File: config.mk
export PLATFORM = sky130hd
export DESIGN_NAME = lgrc_regs
export DESIGN_NICKNAME = d
export VERILOG_FILES = /design/src/verilog/lgrc_pkg.sv /design/src/verilog/lgrc_regs.sv /design/src/verilog/lgrc_retry_unit.sv
export SDC_FILE = /design/constraint.sdc
export NUM_CORES = 1
export LEC_CHECK = 0
export ABC_CLOCK_PERIOD_IN_PS = 6900
export BUFFER_PORTS_ARGS = -buffer_cell sky130_fd_sc_hd__clkbuf_2
export CORE_UTILIZATION = 50
export DETAILED_ROUTE_END_ITERATION = 10
export GPL_ROUTABILITY_DRIVEN = 1
export PLACE_DENSITY_LB_ADDON = 0.08
export SYNTH_ARGS = -nofsm -noshare
export SYNTH_HDL_FRONTEND = slang
export SYNTH_SLANG_ARGS = --single-unit
export TNS_END_PERCENT = 1
File: constraint.sdc
create_clock -name clk_i -period 6.9 [get_ports clk_i]
set_input_delay 0.69 -clock clk_i [delete_from_list [all_inputs] [get_ports clk_i]]
set_output_delay 0.69 -clock clk_i [all_outputs]
set_load 0.02 [all_outputs]
File: src/verilog/lgrc_pkg.sv
package lgrc_pkg;
  // register byte offsets
  localparam logic [7:0] VERSION_OFS = 8'h00;
  localparam logic [7:0] ROM_ACCESS_OFS = 8'h04;
  localparam logic [7:0] RETRY_OFS = 8'h08;
  localparam logic [7:0] CS_VALUE_OFS = 8'h0c;
  localparam logic [7:0] CS_CTRL_OFS = 8'h14;
  // id rom access fields
  localparam int ROM_CLEAR_BIT = 31;
  localparam int ROM_GO_BIT = 25;
  localparam int ROM_BYTE_LSB = 16;
  localparam int ROM_PTR_LSB = 0;
  localparam int ROM_PRESENT_BIT = 24;
  // retry limit fields
  localparam int PHYS_RETRY_LSB = 8;
  localparam int RESP_RETRY_LSB = 4;
  localparam int REQ_RETRY_LSB = 0;
  localparam logic [3:0] RETRY_RESET = 4'h0;
  // compare-swap control fields
  localparam int CS_DONE_BIT = 31;
  localparam logic [1:0] CS_SEL_RESET = 2'h0;
  // eeprom access
  localparam logic [7:0] ROM_READ_CMD = 8'h03;
  localparam logic [7:0] OPTION_PTR_ADDR = 8'h28;
  localparam logic [7:0] OPTION_PTR_RESET = 8'h00;
  localparam logic [2:0] ROM_HALF_CYC = 3'h4;
  localparam logic [4:0] ROM_TX_BITS = 5'h10;
  localparam logic [4:0] ROM_LAST_BIT = 5'h17;
  // acknowledge codes that allow a retry
  localparam logic [3:0] ACK_BUSY_X = 4'h4;
  localparam logic [3:0] ACK_BUSY_A = 4'h5;
  localparam logic [3:0] ACK_BUSY_B = 4'h6;
  localparam logic [3:0] ACK_DATA_ERROR = 4'hd;
  // axi responses
  localparam logic [1:0] RESP_OKAY = 2'h0;
  localparam logic [1:0] RESP_SLVERR = 2'h2;
  typedef enum logic [1:0] {
    ROM_IDLE = 2'b00,
    ROM_SHIFT = 2'b01
  } lgrc_rom_state_t;
endpackage : lgrc_pkg

File: src/verilog/lgrc_regs.sv
// Operation
// - address clear zeroes rom address, self clears
// - no automatic byte fetch after clear
// - read go starts fetch at current address
// - read go self clears when fetch ends
// - fetched byte lands in read byte field
// - reserved rom access bits read zero
// - option rom pointer resets to zero
// - option pointer loaded from eeprom byte 28h
// - seconds limit field reads zero
// - cycle limit field reads zero
// - nibble 15-12 of retry reads zero
// - physical response retries up to its limit
// - async response retries up to its limit
// - async request retries up to its limit
// - retry limits reset to zero
// - compare-swap value register read only
// - rom access only with rom present
// - done flag set, cleared on control write
//
// Design decision made here: register access over AXI4-Lite.
`timescale 1ns/1ps
module lgrc_regs (
  // clock and reset
  input wire logic clk_i,
  input wire logic sys_rst_i,
  // axi4-lite write address and data
  input wire logic awvalid_i,
  output logic awready_o,
  input wire logic [7:0] awaddr_i,
  input wire logic wvalid_i,
  output logic wready_o,
  input wire logic [31:0] wdata_i,
  input wire logic [3:0] wstrb_i,
  // axi4-lite write response
  output logic bvalid_o,
  input wire logic bready_i,
  output logic [1:0] bresp_o,
  // axi4-lite read
  input wire logic arvalid_i,
  output logic arready_o,
  input wire logic [7:0] araddr_i,
  output logic rvalid_o,
  input wire logic rready_i,
  output logic [31:0] rdata_o,
  output logic [1:0] rresp_o,
  // serial eeprom pins
  input wire logic id_rom_present_i,
  input wire logic rom_miso_i,
  output logic rom_cs_n_o,
  output logic rom_sck_o,
  output logic rom_mosi_o,
  // transmit units: bit 0 request, 1 response, 2 physical response
  input wire logic [2:0] tx_start_i,
  input wire logic [2:0] tx_ack_valid_i,
  input wire logic [11:0] tx_ack_code_i,
  output logic [2:0] tx_retry_o,
  output logic [2:0] tx_done_o,
  output logic [11:0] tx_final_ack_o,
  // compare-swap engine
  input wire logic cs_load_i,
  input wire logic [31:0] cs_value_i,
  input wire logic cs_done_i,
  output logic [1:0] cs_select_o
);
  // pin synchronisers
  logic [1:0] present_sync_r, miso_sync_r;
  logic [1:0] settle_r;
  logic present;
  logic miso;
  // axi state
  logic aw_have_r, aw_have_nxt, w_have_r, w_have_nxt;
  logic [7:0] aw_addr_r, aw_addr_nxt;
  logic [31:0] wdata_r, wdata_nxt;
  logic [3:0] wstrb_r, wstrb_nxt;
  logic awready_r, awready_nxt, wready_r, wready_nxt;
  logic bvalid_r, bvalid_nxt, arready_r, arready_nxt, rvalid_r, rvalid_nxt;
  logic [1:0] bresp_r, bresp_nxt, rresp_r, rresp_nxt;
  logic [31:0] rdata_r, rdata_nxt;
  logic wr_fire;
  logic [31:0] rd_word;
  logic rd_hit;
  // register contents
  logic [3:0] req_lim_r, req_lim_nxt, resp_lim_r, resp_lim_nxt, phys_lim_r, phys_lim_nxt;
  logic [31:0] cs_value_r, cs_value_nxt;
  logic cs_done_r, cs_done_nxt;
  logic [1:0] cs_sel_r, cs_sel_nxt;
  logic clear_r, clear_nxt, go_r, go_nxt;
  logic [7:0] rom_byte_r, rom_byte_nxt, rom_ptr_r, rom_ptr_nxt;
  logic [7:0] rom_addr_r, rom_addr_nxt;
  logic boot_pend_r, boot_pend_nxt, boot_r, boot_nxt;
  // eeprom engine
  lgrc_pkg::lgrc_rom_state_t st_r, st_nxt;
  logic [2:0] div_r, div_nxt;
  logic [4:0] bit_r, bit_nxt;
  logic [15:0] tx_r, tx_nxt;
  logic [7:0] rx_r, rx_nxt;
  logic cs_n_r, cs_n_nxt, sck_r, sck_nxt, mosi_r, mosi_nxt;

  // first stage is read only by the second
  always_ff @(posedge clk_i or posedge sys_rst_i) begin
    if (sys_rst_i) begin
      present_sync_r <= 2'h0;
      miso_sync_r <= 2'h0;
      settle_r <= 2'h0;
    end else begin
      present_sync_r <= {present_sync_r[0], id_rom_present_i};
      miso_sync_r <= {miso_sync_r[0], rom_miso_i};
      settle_r <= {settle_r[0], 1'b1};
    end
  end
  assign present = present_sync_r[1];
  assign miso = miso_sync_r[1];

  // read decode
  always_comb begin
    rd_word = 32'h0;
    rd_hit = 1'b1;
    case (araddr_i)
      lgrc_pkg::VERSION_OFS: rd_word[lgrc_pkg::ROM_PRESENT_BIT] = present;
      lgrc_pkg::ROM_ACCESS_OFS: begin
        if (present) begin
          rd_word[lgrc_pkg::ROM_CLEAR_BIT] = clear_r;
          rd_word[lgrc_pkg::ROM_GO_BIT] = go_r;
          rd_word[lgrc_pkg::ROM_BYTE_LSB +: 8] = rom_byte_r;
          rd_word[lgrc_pkg::ROM_PTR_LSB +: 8] = rom_ptr_r;
        end
        // other bits left zero
      end
      lgrc_pkg::RETRY_OFS: begin
        // upper fields stay zero
        rd_word[lgrc_pkg::PHYS_RETRY_LSB +: 4] = phys_lim_r;
        rd_word[lgrc_pkg::RESP_RETRY_LSB +: 4] = resp_lim_r;
        rd_word[lgrc_pkg::REQ_RETRY_LSB +: 4] = req_lim_r;
      end
      lgrc_pkg::CS_VALUE_OFS: rd_word = cs_value_r;
      lgrc_pkg::CS_CTRL_OFS: begin
        rd_word[lgrc_pkg::CS_DONE_BIT] = cs_done_r;
        rd_word[1:0] = cs_sel_r;
      end
      default: rd_hit = 1'b0;
    endcase
  end

  // bus slave and register file
  always_comb begin
    aw_have_nxt = aw_have_r;
    aw_addr_nxt = aw_addr_r;
    w_have_nxt = w_have_r;
    wdata_nxt = wdata_r;
    wstrb_nxt = wstrb_r;
    bvalid_nxt = bvalid_r;
    bresp_nxt = bresp_r;
    rvalid_nxt = rvalid_r;
    rdata_nxt = rdata_r;
    rresp_nxt = rresp_r;
    req_lim_nxt = req_lim_r;
    resp_lim_nxt = resp_lim_r;
    phys_lim_nxt = phys_lim_r;
    cs_value_nxt = cs_value_r;
    cs_done_nxt = cs_done_r;
    cs_sel_nxt = cs_sel_r;
    if (awvalid_i && awready_r) begin
      aw_have_nxt = 1'b1;
      aw_addr_nxt = awaddr_i;
    end
    if (wvalid_i && wready_r) begin
      w_have_nxt = 1'b1;
      wdata_nxt = wdata_i;
      wstrb_nxt = wstrb_i;
    end
    if (bvalid_r && bready_i) begin
      bvalid_nxt = 1'b0;
    end
    wr_fire = aw_have_r && w_have_r && !bvalid_r;
    if (cs_load_i) begin
      cs_value_nxt = cs_value_i;
    end
    if (wr_fire) begin
      aw_have_nxt = 1'b0;
      w_have_nxt = 1'b0;
      bvalid_nxt = 1'b1;
      bresp_nxt = lgrc_pkg::RESP_OKAY;
      case (aw_addr_r)
        lgrc_pkg::RETRY_OFS: begin
          if (wstrb_r[1]) begin
            phys_lim_nxt = wdata_r[lgrc_pkg::PHYS_RETRY_LSB +: 4];
          end
          if (wstrb_r[0]) begin
            resp_lim_nxt = wdata_r[lgrc_pkg::RESP_RETRY_LSB +: 4];
            req_lim_nxt = wdata_r[lgrc_pkg::REQ_RETRY_LSB +: 4];
          end
        end
        lgrc_pkg::CS_CTRL_OFS: begin
          cs_done_nxt = 1'b0;
          if (wstrb_r[0]) begin
            cs_sel_nxt = wdata_r[1:0];
          end
        end
        lgrc_pkg::VERSION_OFS, lgrc_pkg::ROM_ACCESS_OFS, lgrc_pkg::CS_VALUE_OFS: begin
          // read-only words, or set bits handled in the eeprom engine
        end
        default: bresp_nxt = lgrc_pkg::RESP_SLVERR;
      endcase
    end
    // set wins over the clear from a control write
    if (cs_done_i) begin
      cs_done_nxt = 1'b1;
    end
    awready_nxt = !aw_have_nxt;
    wready_nxt = !w_have_nxt;
    if (rvalid_r && rready_i) begin
      rvalid_nxt = 1'b0;
    end
    if (arvalid_i && arready_r) begin
      rvalid_nxt = 1'b1;
      rdata_nxt = rd_word;
      rresp_nxt = rd_hit ? lgrc_pkg::RESP_OKAY : lgrc_pkg::RESP_SLVERR;
    end
    arready_nxt = !rvalid_nxt;
  end

  always_ff @(posedge clk_i or posedge sys_rst_i) begin
    if (sys_rst_i) begin
      aw_have_r <= 1'b0;
      aw_addr_r <= 8'h00;
      w_have_r <= 1'b0;
      wdata_r <= 32'h0;
      wstrb_r <= 4'h0;
      awready_r <= 1'b0;
      wready_r <= 1'b0;
      bvalid_r <= 1'b0;
      bresp_r <= lgrc_pkg::RESP_OKAY;
      arready_r <= 1'b0;
      rvalid_r <= 1'b0;
      rdata_r <= 32'h0;
      rresp_r <= lgrc_pkg::RESP_OKAY;
      req_lim_r <= lgrc_pkg::RETRY_RESET;
      resp_lim_r <= lgrc_pkg::RETRY_RESET;
      phys_lim_r <= lgrc_pkg::RETRY_RESET;
      cs_value_r <= 32'h0;
      cs_done_r <= 1'b0;
      cs_sel_r <= lgrc_pkg::CS_SEL_RESET;
    end else begin
      aw_have_r <= aw_have_nxt;
      aw_addr_r <= aw_addr_nxt;
      w_have_r <= w_have_nxt;
      wdata_r <= wdata_nxt;
      wstrb_r <= wstrb_nxt;
      awready_r <= awready_nxt;
      wready_r <= wready_nxt;
      bvalid_r <= bvalid_nxt;
      bresp_r <= bresp_nxt;
      arready_r <= arready_nxt;
      rvalid_r <= rvalid_nxt;
      rdata_r <= rdata_nxt;
      rresp_r <= rresp_nxt;
      req_lim_r <= req_lim_nxt;
      resp_lim_r <= resp_lim_nxt;
      phys_lim_r <= phys_lim_nxt;
      cs_value_r <= cs_value_nxt;
      cs_done_r <= cs_done_nxt;
      cs_sel_r <= cs_sel_nxt;
    end
  end

  // eeprom engine: read command, address, then one data byte, msb first
  always_comb begin
    st_nxt = st_r;
    div_nxt = div_r;
    bit_nxt = bit_r;
    tx_nxt = tx_r;
    rx_nxt = rx_r;
    cs_n_nxt = cs_n_r;
    sck_nxt = sck_r;
    mosi_nxt = mosi_r;
    clear_nxt = clear_r;
    go_nxt = go_r;
    rom_byte_nxt = rom_byte_r;
    rom_ptr_nxt = rom_ptr_r;
    rom_addr_nxt = rom_addr_r;
    boot_pend_nxt = boot_pend_r;
    boot_nxt = boot_r;
    case (st_r)
      lgrc_pkg::ROM_IDLE: begin
        if (clear_r) begin
          rom_addr_nxt = 8'h00;
          clear_nxt = 1'b0;
        end else if (boot_pend_r && settle_r[1]) begin
          boot_pend_nxt = 1'b0;
          if (present) begin
            boot_nxt = 1'b1;
            st_nxt = lgrc_pkg::ROM_SHIFT;
            tx_nxt = {lgrc_pkg::ROM_READ_CMD, lgrc_pkg::OPTION_PTR_ADDR};
          end
        end else if (go_r) begin
          st_nxt = lgrc_pkg::ROM_SHIFT;
          tx_nxt = {lgrc_pkg::ROM_READ_CMD, rom_addr_r};
        end
        if (st_nxt == lgrc_pkg::ROM_SHIFT) begin
          cs_n_nxt = 1'b0;
          mosi_nxt = tx_nxt[15];
          div_nxt = 3'h0;
          bit_nxt = 5'h0;
        end
      end
      lgrc_pkg::ROM_SHIFT: begin
        div_nxt = div_r + 3'h1;
        if (div_r == lgrc_pkg::ROM_HALF_CYC - 3'h1) begin
          div_nxt = 3'h0;
          if (!sck_r) begin
            sck_nxt = 1'b1;
            if (bit_r >= lgrc_pkg::ROM_TX_BITS) begin
              rx_nxt = {rx_r[6:0], miso};
            end
          end else begin
            sck_nxt = 1'b0;
            bit_nxt = bit_r + 5'h1;
            tx_nxt = {tx_r[14:0], 1'b0};
            mosi_nxt = tx_r[14];
            if (bit_r == lgrc_pkg::ROM_LAST_BIT) begin
              st_nxt = lgrc_pkg::ROM_IDLE;
              cs_n_nxt = 1'b1;
              mosi_nxt = 1'b0;
              if (boot_r) begin
                boot_nxt = 1'b0;
                rom_ptr_nxt = rx_r;
              end else begin
                rom_byte_nxt = rx_r;
                go_nxt = 1'b0;
                rom_addr_nxt = rom_addr_r + 8'h01;
              end
            end
          end
        end
      end
      default: st_nxt = lgrc_pkg::ROM_IDLE;
    endcase
    // software set wins over the engine's own clear; ignored without a rom
    if (wr_fire && (aw_addr_r == lgrc_pkg::ROM_ACCESS_OFS) && wstrb_r[3] && present) begin
      if (wdata_r[lgrc_pkg::ROM_CLEAR_BIT]) begin
        clear_nxt = 1'b1;
      end
      if (wdata_r[lgrc_pkg::ROM_GO_BIT]) begin
        go_nxt = 1'b1;
      end
    end
  end

  always_ff @(posedge clk_i or posedge sys_rst_i) begin
    if (sys_rst_i) begin
      st_r <= lgrc_pkg::ROM_IDLE;
      div_r <= 3'h0;
      bit_r <= 5'h0;
      tx_r <= 16'h0;
      rx_r <= 8'h00;
      cs_n_r <= 1'b1;
      sck_r <= 1'b0;
      mosi_r <= 1'b0;
      clear_r <= 1'b0;
      go_r <= 1'b0;
      rom_byte_r <= 8'h00;
      rom_ptr_r <= lgrc_pkg::OPTION_PTR_RESET;
      rom_addr_r <= 8'h00;
      boot_pend_r <= 1'b1;
      boot_r <= 1'b0;
    end else begin
      st_r <= st_nxt;
      div_r <= div_nxt;
      bit_r <= bit_nxt;
      tx_r <= tx_nxt;
      rx_r <= rx_nxt;
      cs_n_r <= cs_n_nxt;
      sck_r <= sck_nxt;
      mosi_r <= mosi_nxt;
      clear_r <= clear_nxt;
      go_r <= go_nxt;
      rom_byte_r <= rom_byte_nxt;
      rom_ptr_r <= rom_ptr_nxt;
      rom_addr_r <= rom_addr_nxt;
      boot_pend_r <= boot_pend_nxt;
      boot_r <= boot_nxt;
    end
  end

  // one retry counter per transmit unit
  lgrc_retry_unit u_req (
    .clk_i(clk_i),
    .sys_rst_i(sys_rst_i),
    .limit_i(req_lim_r),
    .start_i(tx_start_i[0]),
    .ack_valid_i(tx_ack_valid_i[0]),
    .ack_code_i(tx_ack_code_i[3:0]),
    .retry_o(tx_retry_o[0]),
    .done_o(tx_done_o[0]),
    .final_ack_o(tx_final_ack_o[3:0])
  );
  lgrc_retry_unit u_resp (
    .clk_i(clk_i),
    .sys_rst_i(sys_rst_i),
    .limit_i(resp_lim_r),
    .start_i(tx_start_i[1]),
    .ack_valid_i(tx_ack_valid_i[1]),
    .ack_code_i(tx_ack_code_i[7:4]),
    .retry_o(tx_retry_o[1]),
    .done_o(tx_done_o[1]),
    .final_ack_o(tx_final_ack_o[7:4])
  );
  lgrc_retry_unit u_phys (
    .clk_i(clk_i),
    .sys_rst_i(sys_rst_i),
    .limit_i(phys_lim_r),
    .start_i(tx_start_i[2]),
    .ack_valid_i(tx_ack_valid_i[2]),
    .ack_code_i(tx_ack_code_i[11:8]),
    .retry_o(tx_retry_o[2]),
    .done_o(tx_done_o[2]),
    .final_ack_o(tx_final_ack_o[11:8])
  );

  assign awready_o = awready_r;
  assign wready_o = wready_r;
  assign bvalid_o = bvalid_r;
  assign bresp_o = bresp_r;
  assign arready_o = arready_r;
  assign rvalid_o = rvalid_r;
  assign rdata_o = rdata_r;
  assign rresp_o = rresp_r;
  assign rom_cs_n_o = cs_n_r;
  assign rom_sck_o = sck_r;
  assign rom_mosi_o = mosi_r;
  assign cs_select_o = cs_sel_r;
endmodule : lgrc_regs

File: src/verilog/lgrc_retry_unit.sv
`timescale 1ns/1ps
module lgrc_retry_unit (
  // clock and reset
  input wire logic clk_i,
  input wire logic sys_rst_i,
  // configuration
  input wire logic [3:0] limit_i,
  // packet events
  input wire logic start_i,
  input wire logic ack_valid_i,
  input wire logic [3:0] ack_code_i,
  // results
  output logic retry_o,
  output logic done_o,
  output logic [3:0] final_ack_o
);
  logic [3:0] cnt_r, cnt_nxt;
  logic retry_r, retry_nxt;
  logic done_r, done_nxt;
  logic [3:0] ack_r, ack_nxt;
  logic retryable;

  always_comb begin
    retryable = (ack_code_i == lgrc_pkg::ACK_BUSY_X) || (ack_code_i == lgrc_pkg::ACK_BUSY_A) ||
                (ack_code_i == lgrc_pkg::ACK_BUSY_B) || (ack_code_i == lgrc_pkg::ACK_DATA_ERROR);
    cnt_nxt = cnt_r;
    retry_nxt = 1'b0;
    done_nxt = 1'b0;
    ack_nxt = ack_r;
    if (start_i) begin
      cnt_nxt = 4'h0;
    end else if (ack_valid_i) begin
      if (retryable && (cnt_r < limit_i)) begin
        cnt_nxt = cnt_r + 4'h1;
        retry_nxt = 1'b1;
      end else begin
        done_nxt = 1'b1;
        ack_nxt = ack_code_i;
      end
    end
  end

  always_ff @(posedge clk_i or posedge sys_rst_i) begin
    if (sys_rst_i) begin
      cnt_r <= 4'h0;
      retry_r <= 1'b0;
      done_r <= 1'b0;
      ack_r <= 4'h0;
    end else begin
      cnt_r <= cnt_nxt;
      retry_r <= retry_nxt;
      done_r <= done_nxt;
      ack_r <= ack_nxt;
    end
  end

  assign retry_o = retry_r;
  assign done_o = done_r;
  assign final_ack_o = ack_r;
endmodule : lgrc_retry_unit
**After elaboration in Yosys (flattened, before gate mapping)**

Index checks and enable logic that the tools add are counted.

- Add/subtract/negate cells: 6
- Order comparisons: 4
- Equality and inequality tests: 35
- Multiplexer cells: 111
- Bitwise operators: 9
- Reductions and logical operators: 65

Operator list:

| cell | count |
|---|---|
| 16-bit 2-to-1 mux | 6 |
| 1-bit 2-to-1 mux | 57 |
| 8-bit 2-to-1 mux | 7 |
| 4-bit 2-to-1 mux | 10 |
| 4-bit by 3-bit == test with 1-bit output (second input constant) | 9 |
| 8-bit by 4-bit == test with 1-bit output (second input constant) | 4 |
| 16-bit one-hot mux with 2 select lines | 1 |
| 8-bit one-hot mux with 2 select lines | 2 |
| 3-bit AND reduction | 9 |
| 2-bit 2-to-1 mux | 10 |
| 5-bit 2-to-1 mux | 4 |
| 2-bit nonzero test | 10 |
| 2-bit inequality test (second input constant) | 9 |
| 6-bit one-hot mux with 3 select lines | 1 |
| 8-bit by 3-bit == test with 1-bit output (second input constant) | 2 |
| 8-bit by 5-bit == test with 1-bit output (second input constant) | 2 |
| 8-bit logical NOT | 2 |
| 5-bit AND reduction | 3 |
| 1-bit logical AND | 14 |
| 4-bit by 1-bit adder with 4-bit output (second input constant) | 3 |
| 4-bit == test (second input constant) | 3 |
| 4-bit less-than comparator | 3 |
| 2-bit AND reduction | 6 |
| 6-bit AND reduction | 2 |
| other kinds (23) | 51 |

- Register bits after elaboration: 235
- Output and inout port bits: 64
- Logic and storage cells: 280

**Longest topological paths before layout**

- Depth in word-level cells: 8
- Mapped depth: 8

**Hierarchy**

Synthesis repeated with hierarchy kept, for this count alone.

- Cells, all modules: 751
- Area total of the unflattened synthesis: 9,225.1 µm²

Modules (own cells, without submodules):

| module | times used | cells each | area an instance (µm²) |
|---|---|---|---|
| lgrc_regs | 1 | 604 | 7,618.6 |
| lgrc_retry_unit | 3 | 49 | 535.5 |

**Least setup slack after synthesis**

No wires, ideal clock.

- Path type: input -> register
- Start: input port araddr_i[5]
- End: register rdata_r[4] (netlist: rdata_o[4])
- Setup time: 0.067 ns
- Arrival time: 2.014 ns
- Required time: 6.833 ns
- Slack: 4.819 ns
- Stages on the path: 5
- Buffers on the path: 1
- Path through: or4_1 -> buf_2 -> or4_4 -> nor2_1 -> a221o_1

- Cells in the longest elaborated chain, start to end: 2
- Elaborated cells between the ends (all ways): 4
- Classes of those cells: eq/ne: 3; mux: 1

Ends and longest elaborated chain:

| element | line | text |
|---|---|---|
| start: declaration | lgrc_regs.sv:42 | `input wire logic [7:0] araddr_i,` |
| 8-bit by 4-bit == test with 1-bit output / 8-bit by 3-bit == test with 1-bit output (equally long branches) | lgrc_regs.sv:119 | `case (araddr_i)` |
| 6-bit one-hot mux with 3 select lines (*) | lgrc_regs.sv:119 |  |
| end signal: assignment | lgrc_regs.sv:256 | `rdata_r <= rdata_nxt;` |
| end: declaration | lgrc_regs.sv:79 | `logic [31:0] rdata_r, rdata_nxt;` |

Mark *: on every way between the ends. The rest lies on a longest branch, timed or not.
A chain may end at the register's enable or synchronous reset.

**Final worst setup path**

- Start: register div_r[0]
- End: register rom_addr_r[3]

- Cells in the longest elaborated chain, start to end: 3

Ends and longest elaborated chain:

| element | line | text |
|---|---|---|
| start: declaration | lgrc_regs.sv:94 | `logic [2:0] div_r, div_nxt;` |
| start signal: assignment | lgrc_regs.sv:369 | `div_r <= div_nxt;` |
| 3-bit by 2-bit == test with 1-bit output | lgrc_regs.sv:309 | `if (div_r == lgrc_pkg::ROM_HALF_CYC - 3'h1) begin` |
| 2-bit inequality test (no source line) | - |  |
| 6-bit AND reduction (no source line) | - |  |
| end signal: assignment | lgrc_regs.sv:380 | `rom_addr_r <= rom_addr_nxt;` |
| end: declaration | lgrc_regs.sv:90 | `logic [7:0] rom_addr_r, rom_addr_nxt;` |

No other way between the ends.

==> results.toml <==
[cells_and_area]
final_area_mm2 = 0.0109
fin_util_pct = 60.4
fin_nets = 1041
fill_cells = 1470
area_growth_pct = 18.7
diodes = 0
layout-drive-gt1-share_pct = 34.4
final_cell_count_no_fill = 1159

[floorplanning]
die_w_um = 137
rows = 49
initial_core_util_pct = 50.9
coreArea_mm2 = 0.0180
die_h_um = 137
ios = 177
die-area_mm2 = 0.0188

[sta]
finalSetupViolCount = 0
period_needed_ns = 2.74
skew_ns = 0.00810
relSlewSlack_pct = 21.7
setup_slack_ns = 4.16
timing_hold_violations_final = 0
rsz0062_at_grt = "false"
worst_slew_pin_slew_ns = 1.17
tns_ns = 0
fin_crit_sh_pct = 39.8
drv_slew = 0
fmax_ghz = 0.364

[clocking]
htreeDepth = 1
cts_setup_buffers = 0
hold_buffers = 0
cts.sink_count = 213
cts-root-buf = "clkbuf_16"
clockBufferDepth = 3
cts_resized = 0
clk_pin_slew_ns = 0.06
numCtsBuffers = 24
worstSkewPairLatency_ns = 0.51
cts_tree = "built"

[setup_path]
critPathKind = "reg2reg"
crit_required_ns = 7.33
cp_top_family = "simple AND/OR/NAND/NOR gates"
max_stage_delay_ns = 0.76
cp-end-kind = "flop"
crit_slowest_cell = "nand4b_1"
critPathArrivalTime_ns = 3.18
cp.buffers_inverters = 0
crit_fanout = 20
start_kind = "flop"
path_cells = "ha_1 > and4bb_2 > nand4b_1 > or4_1 > a21oi_1"

[power]
power.density_mw_per_mm2 = 298
ir_worst_vdd_mv = 0.226
leakagePower_nw = 5.20

[place]
pre_cts_slack_ns = 4.07
gp_congestion = 0.783
placed_cell_area_mm2 = 0.0100
hpwl_um = 14300
placement.io_buffers = 155
placed_cells = 1116

[logic_synthesis]
netlist_area_mm2 = 0.00914
synth_compound_area_share_pct = 7.91
synthCells = 767
synth_warnings = 0
synth-xor-area-share_pct = 0.383
synth_edf_count = 0
synth_top_family_by_area = "multiplexers"
ys_types = 54
synth_fa_ha_area_share_pct = 2.05
synth_mux_area_share_pct = 14.3
synthSimpleGateAreaFrac_pct = 13.7
synthFlopType = "dfrtp_1"
async_flop_share_pct = 100
ys_ff_latch = 213
avgSynthCellArea_um2 = 11.9
seq_area_frac_synth_pct = 58.3

[run_status]
status = "finished clean"

[route]
via_per_inst = 5.53
wl_per_cell_um = 17.4
vias = 6404
drt_pass1_iterations = 6
dr.first_iter.drc_count = 328
drt_wl_total_um = 20200
drc = 0
route.antenna.remaining_nets = 0

[global_routing]
grt_max_degree = 124
overflow = 0
grt_pass1_wl_um = 32600
grt_use_total_pct = 22.2
antenna_found_initial = 0
grt_pass1_vias = 6452

[min_path]
hold_class = "in2reg"

[job]
drv_cap = 0
[flip-flops by register name (all words and copies together), names as in the netlist, 3 cells and up]
register            flops
cs_value_r             32
rdata_o                32
tx_r                   15
wdata_r                14
aw_addr_r               8
rom_addr_r              8
rom_byte_r              8
rom_ptr_r               8
rx_r                    8
bit_r                   5
phys_lim_r              4
req_lim_r               4
resp_lim_r              4
u_phys.cnt_r            4
u_phys.final_ack_o      4
u_req.cnt_r             4
u_req.final_ack_o       4
u_resp.cnt_r            4
u_resp.final_ack_o      4
div_r                   3
wstrb_r                 3
[power by group]
| part | internal, mW | total, mW | switching, mW |
|---|---|---|---|
| Clock | 0.774 | 1.27 | 0.494 |
| Sequential | 1.41 | 1.51 | 0.102 |
| Combinational | 0.204 | 0.455 | 0.250 |
[synthesized netlist by cell type (7+ instances only)]
| cell type | number | area [um^2] |
|---|---|---|
| dfrtp_1 | 211 | 5280 |
| buf_4 | 11 | 82.6 |
| a21oi_1 | 19 | 95.1 |
| nand3_1 | 40 | 200 |
| o31ai_1 | 7 | 52.6 |
| o21ai_0 | 24 | 120 |
| o211ai_1 | 9 | 67.6 |
| nand2_1 | 67 | 251 |
| nand2b_1 | 8 | 50.1 |
| nor3_1 | 10 | 50.1 |
| nor2_1 | 52 | 195 |
| a221oi_1 | 10 | 87.6 |
| mux2_2 | 111 | 1250 |
| clkbuf_1 | 20 | 75.1 |
| or4_1 | 9 | 67.6 |
| ha_1 | 15 | 188 |
| nor2b_1 | 13 | 81.3 |
| a22oi_1 | 13 | 97.6 |
| inv_1 | 26 | 97.6 |
[metrics by stage]
stage               hold WS (ns)  total power [mW]
floorplan                  0.331              1.83
global placement           0.335              1.96
CTS                        0.277              3.27
finish                     0.288              3.24
global route               0.274              3.40
detailed placement         0.340              1.99
[cell type report]
cell class / count / area, um^2 / area share, %
Sequential cell: 213 / 5330 / 49.1
Multi-Input combinational cell: 490 / 3520 / 32.5
Timing Repair Buffer: 158 / 798 / 7.36
Clock buffer: 35 / 733 / 6.76
Tap cell: 229 / 287 / 2.64
Inverter: 26 / 105 / 0.969
Clock inverter: 8 / 73.8 / 0.680
[cell usage in the layout, fill, tap and decap left out, types with 9 or more instances in the layout]
cell type	count
inv_1	25
nand3_1	40
o21ai_0	24
nor2_1	52
a21oi_1	19
nor2b_1	13
clkbuf_16	25
mux2_2	111
or4_1	9
nand2_1	67
a22oi_1	13
dfrtp_1	211
clkbuf_2	155
a221oi_1	10
o211ai_1	9
ha_1	15
nor3_1	10
[path summary, 6_finish.rpt]
kind / startpoint / end / slack (ns) / cells after the start
min in group asynchronous: sys_rst_i / cs_value_r[18] / 0.31 / 2
worst min-delay path: rom_miso_i / miso_sync_r[0] / 0.29 / 1
worst max register to register: div_r[0] / rom_addr_r[3] / 4.16 / 5
max in group asynchronous: sys_rst_i / rdata_o[29] / 4.86 / 3
worst max-delay path: div_r[0] / rom_addr_r[3] / 4.16 / 5
worst min register to register: settle_r[0] / settle_r[1] / 0.35 / 0
[metal layers]
layer	vias up	GRT usage [%]	wire length (um)
met3	41	5.63	1230
met1	3200	29.0	8640
li1	3017	-	-
met4	0	7.14	476
met5	-	0	0
met2	146	36.3	9810
[cell families (layout without fill, tap and decap cells)]
group	Yosys count	after routing
buffers and inverters	66	227
other	2	4
AO/OA/AOI/OAI	107	107
XOR/XNOR	4	4
adder cells (fa/ha/maj)	15	15
AND/OR/NAND/NOR	243	243
flip-flops	213	213
multiplexers	117	117
Note: power is estimated with default switching activity, not from simulation.
